===== src/phy_stats_pkg.sv =====
// Notes on behaviour
// - Link rate code 8h..Bh for enabled PHY with link up
// - Generation counter bumps on any config change
// - Generation wraps from FFh to 01h
// - SATA attached: attached reason zero after FIS
// - Virtual PHY: attached reason always zero
// - Reason equals last transmitted identify reason
// - Capture attached identify fields on receipt
// - Local address is own transmitted address
// - Invalid dwords outside reset, saturating
// - Disparity errors only while synced, saturating
// - Count sync losses, saturating
// - Count speed-match reset failures, saturating
// - Descriptor size 0Ch, four descriptors
// - Event sources 01h through 04h
// - Counts from power-on, threshold reads zero
// - Separate read and write command counters
// - Blocks received and transmitted accumulate
// - Unsupported statistics read as zero
// - Idle counter advances only when fully idle
// - Idle time is increments times interval
// - Interval encodes fifty milliseconds
package phy_stats_pkg;

    localparam logic [3:0] RATE_1G5  = 4'h8;
    localparam logic [3:0] RATE_3G0  = 4'h9;
    localparam logic [3:0] RATE_6G0  = 4'hA;
    localparam logic [3:0] RATE_12G0 = 4'hB;
    localparam logic [3:0] RATE_NONE = 4'h0;

    localparam logic [7:0] GEN_UNKNOWN = 8'h00;
    localparam logic [7:0] GEN_MAX     = 8'hFF;
    localparam logic [7:0] GEN_WRAP    = 8'h01;

    localparam logic [7:0]  EVT_DESC_LEN  = 8'h0C;
    localparam logic [7:0]  EVT_DESC_NUM  = 8'h04;
    localparam logic [7:0]  SRC_INVALID   = 8'h01;
    localparam logic [7:0]  SRC_DISPARITY = 8'h02;
    localparam logic [7:0]  SRC_SYNC_LOSS = 8'h03;
    localparam logic [7:0]  SRC_RESET_PRB = 8'h04;
    localparam logic [31:0] PEAK_THRESH   = 32'h0000_0000;

    localparam logic [31:0] INTERVAL_EXP = 32'h0000_0002;
    localparam logic [31:0] INTERVAL_INT = 32'h0000_0005;
    localparam int          INTERVAL_MS  = 50;
    localparam int          CLK_MHZ      = 125;
    localparam int          INTERVAL_CYC = INTERVAL_MS * 1000 * CLK_MHZ;

    // Register byte addresses
    localparam logic [11:0] A_LINK      = 12'h000;
    localparam logic [11:0] A_GEN       = 12'h004;
    localparam logic [11:0] A_ATT_FLAGS = 12'h008;
    localparam logic [11:0] A_ATT_AD_LO = 12'h00C;
    localparam logic [11:0] A_ATT_AD_HI = 12'h010;
    localparam logic [11:0] A_LOC_AD_LO = 12'h014;
    localparam logic [11:0] A_LOC_AD_HI = 12'h018;
    localparam logic [11:0] A_EVT_INFO  = 12'h01C;
    localparam logic [11:0] A_CNT_INV   = 12'h020;
    localparam logic [11:0] A_CNT_DISP  = 12'h024;
    localparam logic [11:0] A_CNT_SYNC  = 12'h028;
    localparam logic [11:0] A_CNT_RST   = 12'h02C;
    localparam logic [11:0] A_THRESH    = 12'h030;
    localparam logic [11:0] A_STAT_BASE = 12'h040;
    localparam logic [11:0] A_ZERO_BASE = 12'h080;
    localparam logic [11:0] A_ZERO_END  = 12'h0A0;
    localparam logic [11:0] A_IV_EXP    = 12'h0A0;
    localparam logic [11:0] A_IV_INT    = 12'h0A4;
    localparam logic [11:0] A_CTRL      = 12'h0A8;

    localparam int CTRL_PHY_EN  = 0;
    localparam int CTRL_VIRTUAL = 1;
    localparam int CTRL_SATA    = 2;
    localparam logic [2:0] CTRL_RESET = 3'h1;

    typedef struct packed {
        logic [2:0]  dev_type;
        logic [3:0]  reason;
        logic [2:0]  init_port;
        logic [2:0]  tgt_port;
        logic [63:0] address;
        logic [7:0]  phy_id;
    } ident_s;

endpackage


===== src/sat_counter.sv =====
`timescale 1ns/100ps
module sat_counter #(
    parameter int W = 32
) (
    input  wire logic         pclk,
    input  wire logic         presetn,
    input  wire logic         inc,
    input  wire logic [W-1:0] amount,
    input  wire logic         saturate,
    output logic      [W-1:0] count_q
);
    logic [W:0] sum;

    if (W < 8 || W > 64) begin : g_bad_width
        $error("sat_counter width out of range");
    end

    assign sum = {1'b0, count_q} + {1'b0, amount};

    always_ff @(posedge pclk or negedge presetn) begin
        if (!presetn) begin
            count_q <= '0;
        end else if (inc) begin
            if (saturate && sum[W]) begin
                count_q <= '1;
            end else begin
                count_q <= sum[W-1:0];
            end
        end
    end
endmodule // sat_counter


===== src/phy_stats.sv =====
`timescale 1ns/100ps
module phy_stats
    import phy_stats_pkg::*;
#(
    parameter int IDLE_TICK_CYC = INTERVAL_CYC,
    parameter int BLK_W         = 16
) (
    input  wire logic        pclk,
    input  wire logic        presetn,
    input  wire logic        psel,
    input  wire logic        penable,
    input  wire logic        pwrite,
    input  wire logic [11:0] paddr,
    input  wire logic [31:0] pwdata,
    output logic      [31:0] prdata,
    output logic             pready,
    output logic             pslverr,
    input  wire logic        link_up,
    input  wire logic [1:0]  link_speed,
    input  wire logic        cfg_changed,
    input  wire logic        ident_rx_valid,
    input  wire ident_s      ident_rx,
    input  wire logic        ident_tx_valid,
    input  wire ident_s      ident_tx,
    input  wire logic        sata_d2h_fis,
    input  wire logic        in_phy_reset,
    input  wire logic        dword_sync,
    input  wire logic        invalid_dword,
    input  wire logic        disparity_err,
    input  wire logic        sync_lost_restart,
    input  wire logic        speed_match_fail,
    input  wire logic        cmd_read,
    input  wire logic        cmd_write,
    input  wire logic        blk_rx,
    input  wire logic        blk_tx,
    input  wire logic [BLK_W-1:0] blk_count,
    input  wire logic        task_set_empty,
    input  wire logic        lu_busy,
    output logic [3:0]       link_rate_q,
    output logic [7:0]       generation_q
);

    if (IDLE_TICK_CYC < 1) begin : g_bad_tick
        $error("IDLE_TICK_CYC must be positive");
    end
    if (BLK_W < 1 || BLK_W > 32) begin : g_bad_blk
        $error("BLK_W out of range");
    end

    ////////////////////////////////////////////////////////////////////////
    // Control and link status

    logic [2:0]  ctrl_q;
    logic        sata_fis_seen_q;
    ident_s      att_q;
    logic [3:0]  tx_reason_q;
    logic [63:0] local_addr_q;
    logic [3:0]  att_reason;
    logic        apb_wr;
    logic        apb_rd;
    logic        ctrl_wr;

    assign apb_wr = psel && penable && pwrite;
    assign apb_rd = psel && !penable && !pwrite;
    assign ctrl_wr = apb_wr && paddr == A_CTRL;

    always_ff @(posedge pclk or negedge presetn) begin
        if (!presetn) begin
            ctrl_q <= CTRL_RESET;
        end else if (ctrl_wr) begin
            ctrl_q <= pwdata[2:0];
        end
    end

    // Rate reads zero whenever the PHY is off or the link is down
    always_ff @(posedge pclk or negedge presetn) begin
        if (!presetn) begin
            link_rate_q <= RATE_NONE;
        end else if (!ctrl_q[CTRL_PHY_EN] || !link_up) begin
            link_rate_q <= RATE_NONE;
        end else begin
            case (link_speed)
                2'h0:    link_rate_q <= RATE_1G5;
                2'h1:    link_rate_q <= RATE_3G0;
                2'h2:    link_rate_q <= RATE_6G0;
                default: link_rate_q <= RATE_12G0;
            endcase
        end
    end

    // Software writes to control count as a configuration change too
    always_ff @(posedge pclk or negedge presetn) begin
        if (!presetn) begin
            generation_q <= GEN_UNKNOWN;
        end else if (cfg_changed || ctrl_wr) begin
            if (generation_q == GEN_MAX) begin
                generation_q <= GEN_WRAP;
            end else begin
                generation_q <= generation_q + 8'h01;
            end
        end
    end

    // Whole frame is taken on the strobe; lines may move right after
    always_ff @(posedge pclk or negedge presetn) begin
        if (!presetn) begin
            att_q <= '0;
        end else if (ident_rx_valid) begin
            att_q <= ident_rx;
        end
    end

    always_ff @(posedge pclk or negedge presetn) begin
        if (!presetn) begin
            tx_reason_q  <= 4'h0;
            local_addr_q <= 64'h0;
        end else if (ident_tx_valid) begin
            tx_reason_q  <= ident_tx.reason;
            local_addr_q <= ident_tx.address;
        end
    end

    // A new link reset restarts the wait for the first FIS
    always_ff @(posedge pclk or negedge presetn) begin
        if (!presetn) begin
            sata_fis_seen_q <= 1'b0;
        end else if (sata_d2h_fis) begin
            sata_fis_seen_q <= 1'b1;
        end else if (in_phy_reset) begin
            sata_fis_seen_q <= 1'b0;
        end
    end

    // Virtual outranks SATA: a virtual PHY has no attached link
    always_comb begin
        if (ctrl_q[CTRL_VIRTUAL]) begin
            att_reason = 4'h0;
        end else if (ctrl_q[CTRL_SATA] && sata_fis_seen_q) begin
            att_reason = 4'h0;
        end else begin
            att_reason = att_q.reason;
        end
    end

    ////////////////////////////////////////////////////////////////////////
    // Error event counters

    logic [31:0] cnt_inv;
    logic [31:0] cnt_disp;
    logic [31:0] cnt_sync;
    logic [31:0] cnt_rst;

    // Error counts stick at all ones so an overflow is never hidden
    sat_counter #(.W(32)) u_inv (
        .pclk    (pclk),
        .presetn (presetn),
        .inc     (invalid_dword && !in_phy_reset),
        .amount  (32'h0000_0001),
        .saturate(1'b1),
        .count_q (cnt_inv)
    );

    sat_counter #(.W(32)) u_disp (
        .pclk    (pclk),
        .presetn (presetn),
        .inc     (disparity_err && dword_sync),
        .amount  (32'h0000_0001),
        .saturate(1'b1),
        .count_q (cnt_disp)
    );

    sat_counter #(.W(32)) u_sync (
        .pclk    (pclk),
        .presetn (presetn),
        .inc     (sync_lost_restart),
        .amount  (32'h0000_0001),
        .saturate(1'b1),
        .count_q (cnt_sync)
    );

    sat_counter #(.W(32)) u_rst (
        .pclk    (pclk),
        .presetn (presetn),
        .inc     (speed_match_fail),
        .amount  (32'h0000_0001),
        .saturate(1'b1),
        .count_q (cnt_rst)
    );

    ////////////////////////////////////////////////////////////////////////
    // Logical unit statistics

    logic [63:0] st_rd_cmd;
    logic [63:0] st_wr_cmd;
    logic [63:0] st_blk_rx;
    logic [63:0] st_blk_tx;
    logic [63:0] st_idle;
    logic [63:0] blk_amt;
    logic [31:0] idle_div_q;
    logic        idle_tick;
    logic        idle_now;

    assign blk_amt  = {{(64-BLK_W){1'b0}}, blk_count};
    // One tick per idle interval; idle time is ticks times interval
    assign idle_now = task_set_empty && !lu_busy;
    assign idle_tick = idle_now && (idle_div_q == 32'(IDLE_TICK_CYC - 1));

    // Partial intervals are kept across busy spells, not discarded
    always_ff @(posedge pclk or negedge presetn) begin
        if (!presetn) begin
            idle_div_q <= 32'h0;
        end else if (idle_tick) begin
            idle_div_q <= 32'h0;
        end else if (idle_now) begin
            idle_div_q <= idle_div_q + 32'h1;
        end
    end

    // No 64-bit total saturates; command and idle counts wrap only after centuries
    sat_counter #(.W(64)) u_rd (
        .pclk    (pclk),
        .presetn (presetn),
        .inc     (cmd_read),
        .amount  (64'h1),
        .saturate(1'b0),
        .count_q (st_rd_cmd)
    );

    sat_counter #(.W(64)) u_wr (
        .pclk    (pclk),
        .presetn (presetn),
        .inc     (cmd_write),
        .amount  (64'h1),
        .saturate(1'b0),
        .count_q (st_wr_cmd)
    );

    sat_counter #(.W(64)) u_brx (
        .pclk    (pclk),
        .presetn (presetn),
        .inc     (blk_rx),
        .amount  (blk_amt),
        .saturate(1'b0),
        .count_q (st_blk_rx)
    );

    sat_counter #(.W(64)) u_btx (
        .pclk    (pclk),
        .presetn (presetn),
        .inc     (blk_tx),
        .amount  (blk_amt),
        .saturate(1'b0),
        .count_q (st_blk_tx)
    );

    sat_counter #(.W(64)) u_idle (
        .pclk    (pclk),
        .presetn (presetn),
        .inc     (idle_tick),
        .amount  (64'h1),
        .saturate(1'b0),
        .count_q (st_idle)
    );

    ////////////////////////////////////////////////////////////////////////
    // APB read mux

    logic [31:0] rd_data;
    logic        rd_hit;
    logic [63:0] stat_sel;
    logic [2:0]  stat_idx;

    // Low word first; the two halves of a total are not read atomically
    assign stat_idx = paddr[5:3];

    always_comb begin
        case (stat_idx)
            3'h0:    stat_sel = st_rd_cmd;
            3'h1:    stat_sel = st_wr_cmd;
            3'h2:    stat_sel = st_blk_rx;
            3'h3:    stat_sel = st_blk_tx;
            default: stat_sel = st_idle;
        endcase
    end

    always_comb begin
        rd_hit  = 1'b1;
        rd_data = 32'h0;
        if (paddr[1:0] != 2'h0) begin
            rd_hit = 1'b0;
        end else if (paddr >= A_STAT_BASE && paddr < A_ZERO_BASE) begin
            rd_hit = (stat_idx <= 3'h4);
            rd_data = paddr[2] ? stat_sel[63:32] : stat_sel[31:0];
        end else if (paddr >= A_ZERO_BASE && paddr < A_ZERO_END) begin
            rd_data = 32'h0;
        end else begin
            case (paddr)
                A_LINK:      rd_data = {20'h0, tx_reason_q, att_reason,
                                        link_rate_q};
                A_GEN:       rd_data = {24'h0, generation_q};
                A_ATT_FLAGS: rd_data = {12'h0, att_q.phy_id, 1'b0,
                                        att_q.dev_type, 1'b0,
                                        att_q.init_port, 1'b0,
                                        att_q.tgt_port};
                A_ATT_AD_LO: rd_data = att_q.address[31:0];
                A_ATT_AD_HI: rd_data = att_q.address[63:32];
                A_LOC_AD_LO: rd_data = local_addr_q[31:0];
                A_LOC_AD_HI: rd_data = local_addr_q[63:32];
                A_EVT_INFO:  rd_data = {SRC_RESET_PRB[3:0], SRC_SYNC_LOSS[3:0],
                                        SRC_DISPARITY[3:0], SRC_INVALID[3:0],
                                        EVT_DESC_NUM, EVT_DESC_LEN};
                A_CNT_INV:   rd_data = cnt_inv;
                A_CNT_DISP:  rd_data = cnt_disp;
                A_CNT_SYNC:  rd_data = cnt_sync;
                A_CNT_RST:   rd_data = cnt_rst;
                A_THRESH:    rd_data = PEAK_THRESH;
                A_IV_EXP:    rd_data = INTERVAL_EXP;
                A_IV_INT:    rd_data = INTERVAL_INT;
                A_CTRL:      rd_data = {29'h0, ctrl_q};
                default:     rd_hit  = 1'b0;
            endcase
        end
    end

    // Data is latched in setup, so the access phase always ends in one cycle
    always_ff @(posedge pclk or negedge presetn) begin
        if (!presetn) begin
            prdata  <= 32'h0;
            pready  <= 1'b0;
            pslverr <= 1'b0;
        end else begin
            pready <= psel && !penable;
            if (psel && !penable) begin
                prdata  <= apb_rd && rd_hit ? rd_data : 32'h0;
                pslverr <= !rd_hit || (pwrite && paddr != A_CTRL);
            end else begin
                pslverr <= 1'b0;
            end
        end
    end

endmodule // phy_stats


===== config.mk =====
export PLATFORM = sky130hd
export DESIGN_NAME = phy_stats
export DESIGN_NICKNAME = d
export VERILOG_FILES = /design/src/phy_stats_pkg.sv /design/src/sat_counter.sv /design/src/phy_stats.sv
export SDC_FILE = /design/constraint.sdc
export NUM_CORES = 1
export LEC_CHECK = 0
export BUFFER_PORTS_ARGS = -buffer_cell sky130_fd_sc_hd__buf_2
export CAP_MARGIN = 20
export CORE_MARGIN = 3
export CORE_UTILIZATION = 40
export DETAILED_ROUTE_END_ITERATION = 8
export GPL_TIMING_DRIVEN = 0
export PLACE_DENSITY = 0.55
export SYNTH_ARGS = -nofsm -noshare
export SYNTH_HDL_FRONTEND = slang
export SYNTH_SLANG_ARGS = --single-unit
export TNS_END_PERCENT = 50

===== constraint.sdc =====
create_clock -name pclk -period 8.3 [get_ports pclk]
set_input_delay 1.245 -clock pclk [delete_from_list [all_inputs] [get_ports pclk]]
set_output_delay 1.245 -clock pclk [all_outputs]
set_load 0.02 [all_outputs]

# Word-level counts from Yosys, hierarchy flattened
# Index checks and enable logic that the tools add are counted.
[classes]
n_addsub = 11
n_reduce_logical = 31
order_cmp = 5
n_eq_ne = 23
mux = 25
[ops]
columns = ["op", "count"]
rows = [
  ["$pmux 32 s15", 1],
  ["$mux 32", 11],
  ["$pmux 64 s4", 1],
  ["$add 64x1->64 const B", 3],
  ["$add 32x1->33 const B", 4],
  ["$add 64x16->64", 2],
  ["$eq 12x6->1 const B", 5],
  ["$eq 12x5->1 const B", 4],
  ["$eq 12x8->1 const B", 3],
  ["$add 32x1->32 const B", 1],
  ["$eq 32x23->1 const B", 1],
  ["$eq 12x4->1 const B", 2],
  ["$lt 12x8->1 const B", 2],
  ["$reduce_or 16->1", 1],
  ["$logic_and 1x1->1", 14],
  ["$eq 12x3->1 const B", 1],
  ["$ge 12x7->1 const B", 1],
  ["$ge 12x8->1 const B", 1],
  ["$logic_not 12->1", 1],
  ["$mux 4", 3],
  ["$ne 12x8->1 const B", 1],
  ["$add 8x1->8 const B", 1],
  ["$eq 8x8->1 const B", 1],
  ["$mux 8", 1],
  ["12 further kinds", 29],
]
[totals]
regBits = 683
output_inout_bits = 46
word_cells = 120
inputBits = 254

# Logic depth before layout (Yosys ltp)
# Gate-level depths: netlist of run 1.
[depth]
word_depth = 9
mapped_depth = 11

# Cells and area by module
# Synthesis of run 1 repeated with hierarchy kept, for this count alone.
[unflattened]
hier_cells = 6401
area_unflattened_um2 = 55662.1
[by_module_without_submodules]
columns = ["mod", "cells_per_inst", "area_per_inst_um2", "seq_area_each_um2", "instances"]
rows = [
  ["sat_counter (u_idle ...)", 725, 5855.6, 1601.5, 3],
  ["phy_stats", 1294, 14565.2, 5856.9, 1],
  ["sat_counter (u_brx ...)", 760, 6057.1, 1601.5, 2],
  ["sat_counter (u_disp ...)", 353, 2854.0, 800.8, 4],
]

# Worst setup path before layout of run 1
# No wires, ideal clock.
[synth_path]
path_kind = "input port to flip-flop"
startpoint = "in paddr[2]"
endpoint = "reg prdata[1]"
cell_stages = 9
required_ns = 8.179
arrival_time_ns = 3.386
path_buffers = 4
slack_ns = 4.793
cell_sequence = "clkbuf_1 -> buf_1 -> buf_2 -> buf_1 -> nor2_1 -> a32o_1 -> a21oi_1 -> nand4_1 -> a22o_1"
[synth_via]
elab_chain_cells = 8
word_cells_on_any_way = 34
cone_classes = "order compare (4); eq/ne (15); mux (10); reduce/logical (5)"
[synth_lines]
columns = ["item", "line", "text"]
rows = [
  ["from (decl)", "phy_stats.sv:13", "input wire logic [11:0] paddr,"],
  ["branches (longest 7 deep; another with $ge 12x8->1)", "--", ""],
  ["$mux 32 (*)", "phy_stats.sv:334", "prdata <= apb_rd && rd_hit ? rd_data : 32'h0;"],
  ["to (signal assigned)", "phy_stats.sv:334", ""],
  ["to (decl)", "phy_stats.sv:15", "output logic [31:0] prdata,"],
]
# Mark *: on every way between the ends.
# A chain may end at the register's enable or synchronous reset.

# Worst setup path after layout of run 1
[layout_path]
startpoint = "in paddr[3]"
endpoint = "reg prdata[29]"
# The elaborated chain is that of the path after synthesis.

==> results of run 1 <==
-- where the power goes --
group	internal [mW]	switching (mW)
registers	3.62	0.404
logic	0.746	0.899
clock network	2.10	1.49
-- metrics by stage --
| stage | total power [mW] | std cells |
|---|---|---|
| floorplan | 5.04 | 3277 |
| global placement | 5.68 | 4678 |
| detailed placement | 5.71 | 4693 |
| CTS | 9.30 | 4835 |
| global route | 9.65 | 4843 |
| finish | 9.26 | 4847 |
-- synth_stat cells, types with 66 or more instances --
| library cell | n | area (sq um) |
|---|---|---|
| dfrtp_1 | 681 | 17000 |
| nand2_1 | 374 | 1400 |
| xnor2_1 | 233 | 2040 |
| mux2_2 | 221 | 2490 |
| nor2_1 | 208 | 781 |
| xor2_1 | 190 | 1660 |
| nand3_1 | 173 | 866 |
| nand4_1 | 109 | 682 |
| clkbuf_1 | 97 | 364 |
| a21oi_1 | 90 | 450 |
| and3_1 | 83 | 519 |
| mux4_2 | 81 | 1820 |
| nor3_1 | 67 | 335 |
| o21ai_0 | 66 | 330 |
-- flip-flops by register name (all words and copies together) (netlist names), 4 cells and up --
register        count
att_q              85
u_sync.count_q     32
u_wr.count_q       64
u_btx.count_q      64
generation_q        8
tx_reason_q         4
u_rd.count_q       64
local_addr_q       64
u_disp.count_q     32
u_idle.count_q     64
idle_div_q         32
u_inv.count_q      32
u_rst.count_q      32
prdata             32
u_brx.count_q      64
-- critical path, delay by kind of cell --
family	cells	cell delay, ps
buf+inv	6	3060
simple gates	1	290
compound gates	4	930
-- final timing paths --
path                                                from                       endpoint  slack (ps)  depth (start not counted)
max                                             paddr[3]         prdata[29]$_DFFE_PN0P_        3220                         11
min                         u_rd.count_q[63]$_DFFE_PN0P_   u_rd.count_q[63]$_DFFE_PN0P_         470                          1
max reg2reg                u_btx.count_q[19]$_DFFE_PN0P_  u_btx.count_q[62]$_DFFE_PN0P_        4600                          8
min reg2reg                 u_rd.count_q[63]$_DFFE_PN0P_   u_rd.count_q[63]$_DFFE_PN0P_         470                          1
max in group asynchronous                        presetn      idle_div_q[5]$_DFFE_PN0P_        5680                          4
min in group asynchronous                        presetn          att_q[70]$_DFFE_PN0P_         680                          1
-- cell families after synthesis --
group	count (synthesis)	synth area share, %
DFF	682	48.1
buffers and inverters	175	1.92
xor gates and xnor gates	423	10.4
and+or+nand+nor	1221	17.3
muxes	345	13.4
other	1	0.0106
AOI/OAI and AO/OA	387	7.39
adders and majority gates	43	1.56
-- area by class of cell --
type                       instances  area [sq um]
antenna                            5          12.5
buffer                           129           509
clock buffer                     116          2320
clock inverter                    26           329
fill                            8102         46200
inverter                          46           173
multi-input combinational       2420         17800
sequential                       682         17100
tap                             1155          1450
timing repair buffer             268          1570
-- per-layer routing --
metal | vias up | track usage [%] | part of all wire (%)
met4 | 6 | 13.3 | 5.1
met1 | 14300 | 36.4 | 41
li1 | 12600 | - | -
met2 | 1163 | 44.9 | 47
met5 | - | 0 | 0.025
met3 | 281 | 5.00 | 7.5
==> reports/metrics.yaml, run 1 <==
sta:
  whs_ps: 466
  worst_slack_ps: 3220
  hold_violations: 0
  slew_violations: 0
  fin_crit_sh_pct: 61.2
  slew_headroom_pct: 18.0
  final.setup.tns_ps: 0
  worstMarginPinSlew_ps: 1230
  setup_viol: 0
  rsz0062_at_grt: "false"
  period_needed_ps: 5080
  fmaxAchievable_mhz: 197
  final.setup_skew_ps: 36.5
power_and_ir_drop:
  p_leak_nw: 18.5
  power_density_mw_per_mm2: 225
  ir_drop_v: 0.000150
cts:
  cts_sinks: 682
  post_cts_buffers: 0
  h-tree-depth: 3
  clockBufferDepth: 3
  cts.clk_slew.worst_paths_ps: 60
  cts_buffers: 78
  cts_tree: "yes"
  cts_hold_buf: 0
  root_buffer: "clkbuf_16"
  clk_latency_ps: 650
  cts-resized-gates: 0
grt:
  antenna_found_initial: 7
  grtUsageTotal_pct: 27.8
  grt_pass1_wl_mm: 191
  grt_pass1_vias: 27400
  gr-total-overflow: 0
  grt_start_max_net_pins: 116
status:
  status: "complete, no violations"
worst_setup_path:
  arrival_ps: 5560
  critPathSlowestCell: "clkbuf_1"
  cp-start-kind: "input pin"
  path_max_fanout: 10
  crit_chain: "buf_2 -> buf_2 -> buf_2 -> buf_1 -> buf_2 -> clkbuf_1 -> o21ai_0 -> a22oi_1 -> nand3_1 -> a21oi_1 -> o21ai_0"
  worstPathRequired_ps: 8780
  crit_type: "input pin to flip-flop"
  endpoint_kind: "flip-flop"
  critPathMostFrequentCell: "buf_2"
  cpPeakStageDelay_ps: 840
route:
  drt_iter0_drc: 2745
  via_count: 28300
  wire_per_inst_um: 27.0
  vias_per_cell: 5.84
  post-route-drc-count: 0
  first_pass_iters: 7
  final_antenna_net_count: 0
  wl_mm: 131
floorplan:
  die_w_um: 304
  num_rows: 108
  core_area_sq_mm: 0.0874
  die_height_um: 304
  die_area_sq_mm: 0.0924
  io_pins: 300
  start_util_pct: 40.6
yosys:
  syn_nets: 3574
  synthCells: 3277
  yosysWarnings: 0
  ys_types: 88
  ys_seq_elements: 682
  ys_async_sr_fraction_pct: 100
  synth_ff_type: "dfrtp_1"
  seq_area_frac_synth_pct: 48.1
  synth_edf_count: 0
  syn_avg_cell_area_sq_um: 10.8
  synth_area_sq_mm: 0.0355
cells_and_area:
  layout_commonest_cell: "dfrtp_1"
  design_area_sq_mm: 0.0412
  utilization_pct: 47.2
  drive_above_1_share_pct: 20.2
  mostFrequentLayoutCells: "681 x dfrtp_1, 374 x nand2_1, 257 x buf_2"
  layout.nets: 3922
  syn2layout_area_growth_pct: 16.1
place:
  dpl-instance-area_sq_mm: 0.0385
  hpwl_mm: 101
  numPortBuffers: 246
  gp_congestion: 1.00
  preCtsSetupSlack_ps: 2720
hold_path:
  hp-class: "flip-flop to flip-flop"
run:
  cap_violations: 0
Power figures use the tool's default switching activity.
==> run 2, diff against run 1 <==
--- a/config.mk
+++ b/config.mk
@@ -5,6 +5,7 @@
 export SDC_FILE = /design/constraint.sdc
 export NUM_CORES = 1
 export LEC_CHECK = 0
+export ABC_AREA = 1
 export BUFFER_PORTS_ARGS = -buffer_cell sky130_fd_sc_hd__buf_2
 export CAP_MARGIN = 20
 export CORE_MARGIN = 3
==> constraint.sdc (replaced) <==
create_clock -name pclk -period 5.3 [get_ports pclk]
set_input_delay 0.795 -clock pclk [delete_from_list [all_inputs] [get_ports pclk]]
set_output_delay 0.795 -clock pclk [all_outputs]
set_load 0.02 [all_outputs]
==> run 2 against run 1 <==
  * Flip-flop and latch count stayed put
  * Synthesized cell count is 79% higher
  * Non-clock buffer count grew 16
  * Setup slack worse by 980 ps
  * Final area rose by 19%
  * Power up 68%
==> reports/metrics.yaml, run 2 <==
status:
  status: "complete, no violations"
sta:
  worst_slack_ps: 2240
  rsz0062_at_grt: "false"
  whs_ps: 328
  slew_violations: 0
  period_needed_ps: 3060
  final.setup.tns_ps: 0
  fin_crit_sh_pct: 57.7
  setup_viol: 0
  hold_violations: 0
  slew_headroom_pct: 23.7
  final.setup_skew_ps: 33.8
  worstMarginPinSlew_ps: 1140
  fmaxAchievable_mhz: 327
yosys:
  yosysWarnings: 0
  ys_seq_elements: 682
  ys_top_cells_by_count: "1533 x nand2_1, 681 x dfrtp_1, 650 x inv_1"
  seq_area_frac_synth_pct: 39.8
  yosysMostFrequentCell: "nand2_1"
  yosys-top-cells-area: "dfrtp_1 40%, nand2_1 13%, inv_1 5.7%, nand3_1 5.5%, nor2_1 5.3%"
  syn_nets: 6175
  synth_area_sq_mm: 0.0429
  synthCells: 5878
  yosys.area.top_type: "dfrtp_1"
  synth_top_area_share_pct: 39.7
  synth_ff_type: "dfrtp_1"
  synth_edf_count: 0
  syn_avg_cell_area_sq_um: 7.30
  ys_async_sr_fraction_pct: 100
  ys_types: 67
place:
  numPortBuffers: 247
  gp_congestion: 1.04
  hpwl_mm: 154
  preCtsSetupSlack_ps: 1690
cells_and_area:
  fillers: 11000
  layout.nets: 6518
  mostFrequentLayoutCells: "1533 x nand2_1, 681 x dfrtp_1, 650 x inv_1"
  regArea_sq_mm: 0.0171
  syn2layout_area_growth_pct: 14.1
  multi_input_area_sq_mm: 0.0226
  drive_above_1_share_pct: 11.8
  top_register: "att_q"
  layout_commonest_cell: "nand2_1"
  largest_reg_flops: 85
route:
  first_pass_iters: 6
  vias_per_cell: 5.56
  wl_mm: 188
  wire_per_inst_um: 24.5
  via_count: 42800
  post-route-drc-count: 0
  final_antenna_net_count: 0
  drt_iter0_drc: 4471
cts:
  post_cts_buffers: 0
  cts_sinks: 682
  cts_tree: "yes"
  cts.clk_slew.worst_paths_ps: 50
  h-tree-depth: 3
  root_buffer: "clkbuf_16"
  cts-resized-gates: 0
  clk_latency_ps: 680
  clockBufferDepth: 3
  cts_buffers: 86
  cts_hold_buf: 1
worst_setup_path:
  endpoint_kind: "flip-flop"
  worstPathRequired_ps: 5880
  crit_type: "input pin to flip-flop"
  reg2reg_depth: 13
  cp-start-kind: "input pin"
  path_max_fanout: 10
  rrSetupSlack_ps: 2520
  arrival_ps: 3640
floorplan:
  core_area_sq_mm: 0.106
  start_util_pct: 40.5
  io_pins: 300
  die_area_sq_mm: 0.111
  die_w_um: 334
  die_height_um: 334
  num_rows: 119
hold_path:
  hp-class: "input pin to flip-flop"
  min_path_cells: 3
power_and_ir_drop:
  power_density_mw_per_mm2: 318
  p_leak_nw: 23.0
  ir_drop_v: 0.000298
grt:
  grt_start_max_net_pins: 113
  grt_pass1_wl_mm: 271
  grtUsageTotal_pct: 33.0
  grt_pass1_vias: 40400
  antenna_found_initial: 17
  gr-total-overflow: 0
run:
  cap_violations: 0
[run 2: cell count changes after synthesis, moves of 75 or more]
cell and delta:
and3_1 -75, inv_1 +606, mux2_2 -103, mux4_2 -81
nand2_1 +1159, nand3_1 +295, nand4_1 +141, nor2_1 +401
nor3_1 +127, o21ai_0 +234, xnor2_1 -154
[run 2: path summary, 6_finish.rpt]
check,startpoint,endpoint
min,link_speed[0],link_rate_q[0]$_DFF_PN0_
min in group asynchronous,presetn,idle_div_q[21]$_DFFE_PN0P_
max,paddr[8],prdata[17]$_DFFE_PN0P_
max reg2reg,u_btx.count_q[0]$_DFFE_PN0P_,u_btx.count_q[26]$_DFFE_PN0P_
max in group asynchronous,presetn,generation_q[4]$_DFFE_PN0P_
min reg2reg,u_wr.count_q[61]$_DFFE_PN0P_,u_wr.count_q[61]$_DFFE_PN0P_
[run 2: routing by layer]
layer	share of wire (%)	global-route usage, %
met4	5.5	15.7
met3	6.9	5.33
met5	0.022	0
met2	45	52.1
met1	43	44.2
[run 2: critical path: stages]
cell	delay, ps
buf_2	160
nor2_1	110
nand2_1	260
inv_2	210
buf_4	210
nand2_1	90
nor2_1	420
buf_2	320
nand2_1	110
nand3_1	170
nor2_1	90
nand3_1	200
nand3_1	280
o21ai_1	200
[run 2: logic make-up after synthesis]
kind of cell,count (synthesis),share of synthesized area (%)
flops,682,39.8
other cells,1,0.00874
simple gates,3279,34.1
compound gates,591,7.36
fa+ha+maj,43,1.29
buf+inv,833,7.57
xor+xnor,329,6.71
mux,120,3.14
[run 2: layout make-up]
class	count	share of cell area, %
multi-input cells	4363	46.1
flip-flops and latches	682	34.8
inverters	675	5.18
clock buffers	130	5.14
well taps	1391	3.55
repair buffers	255	2.96
plain buffers	158	1.46
clock inverters	27	0.654
diodes	11	0.0562
[run 2: power by group]
group	leakage [nW]	internal (mW)	switching, mW	total, mW
clock	1.40	3.57	2.49	6.05
sequential	8.44	5.74	0.812	6.55
combinational	13.2	1.03	1.94	2.97
total	23.0	10.3	5.24	15.6
[run 2: stage by stage]
stage               power (mW)  cell area (sq um)  utilization [%]  std cells
finish                    15.6              49000             46.3       7692
detailed placement        9.55              46100             43.5       7523
global placement          9.50              45900             43.4       7516
CTS                       15.6              48900             46.2       7681
global route              16.3              49000             46.3       7689
floorplan                 8.23              42900                -       5878
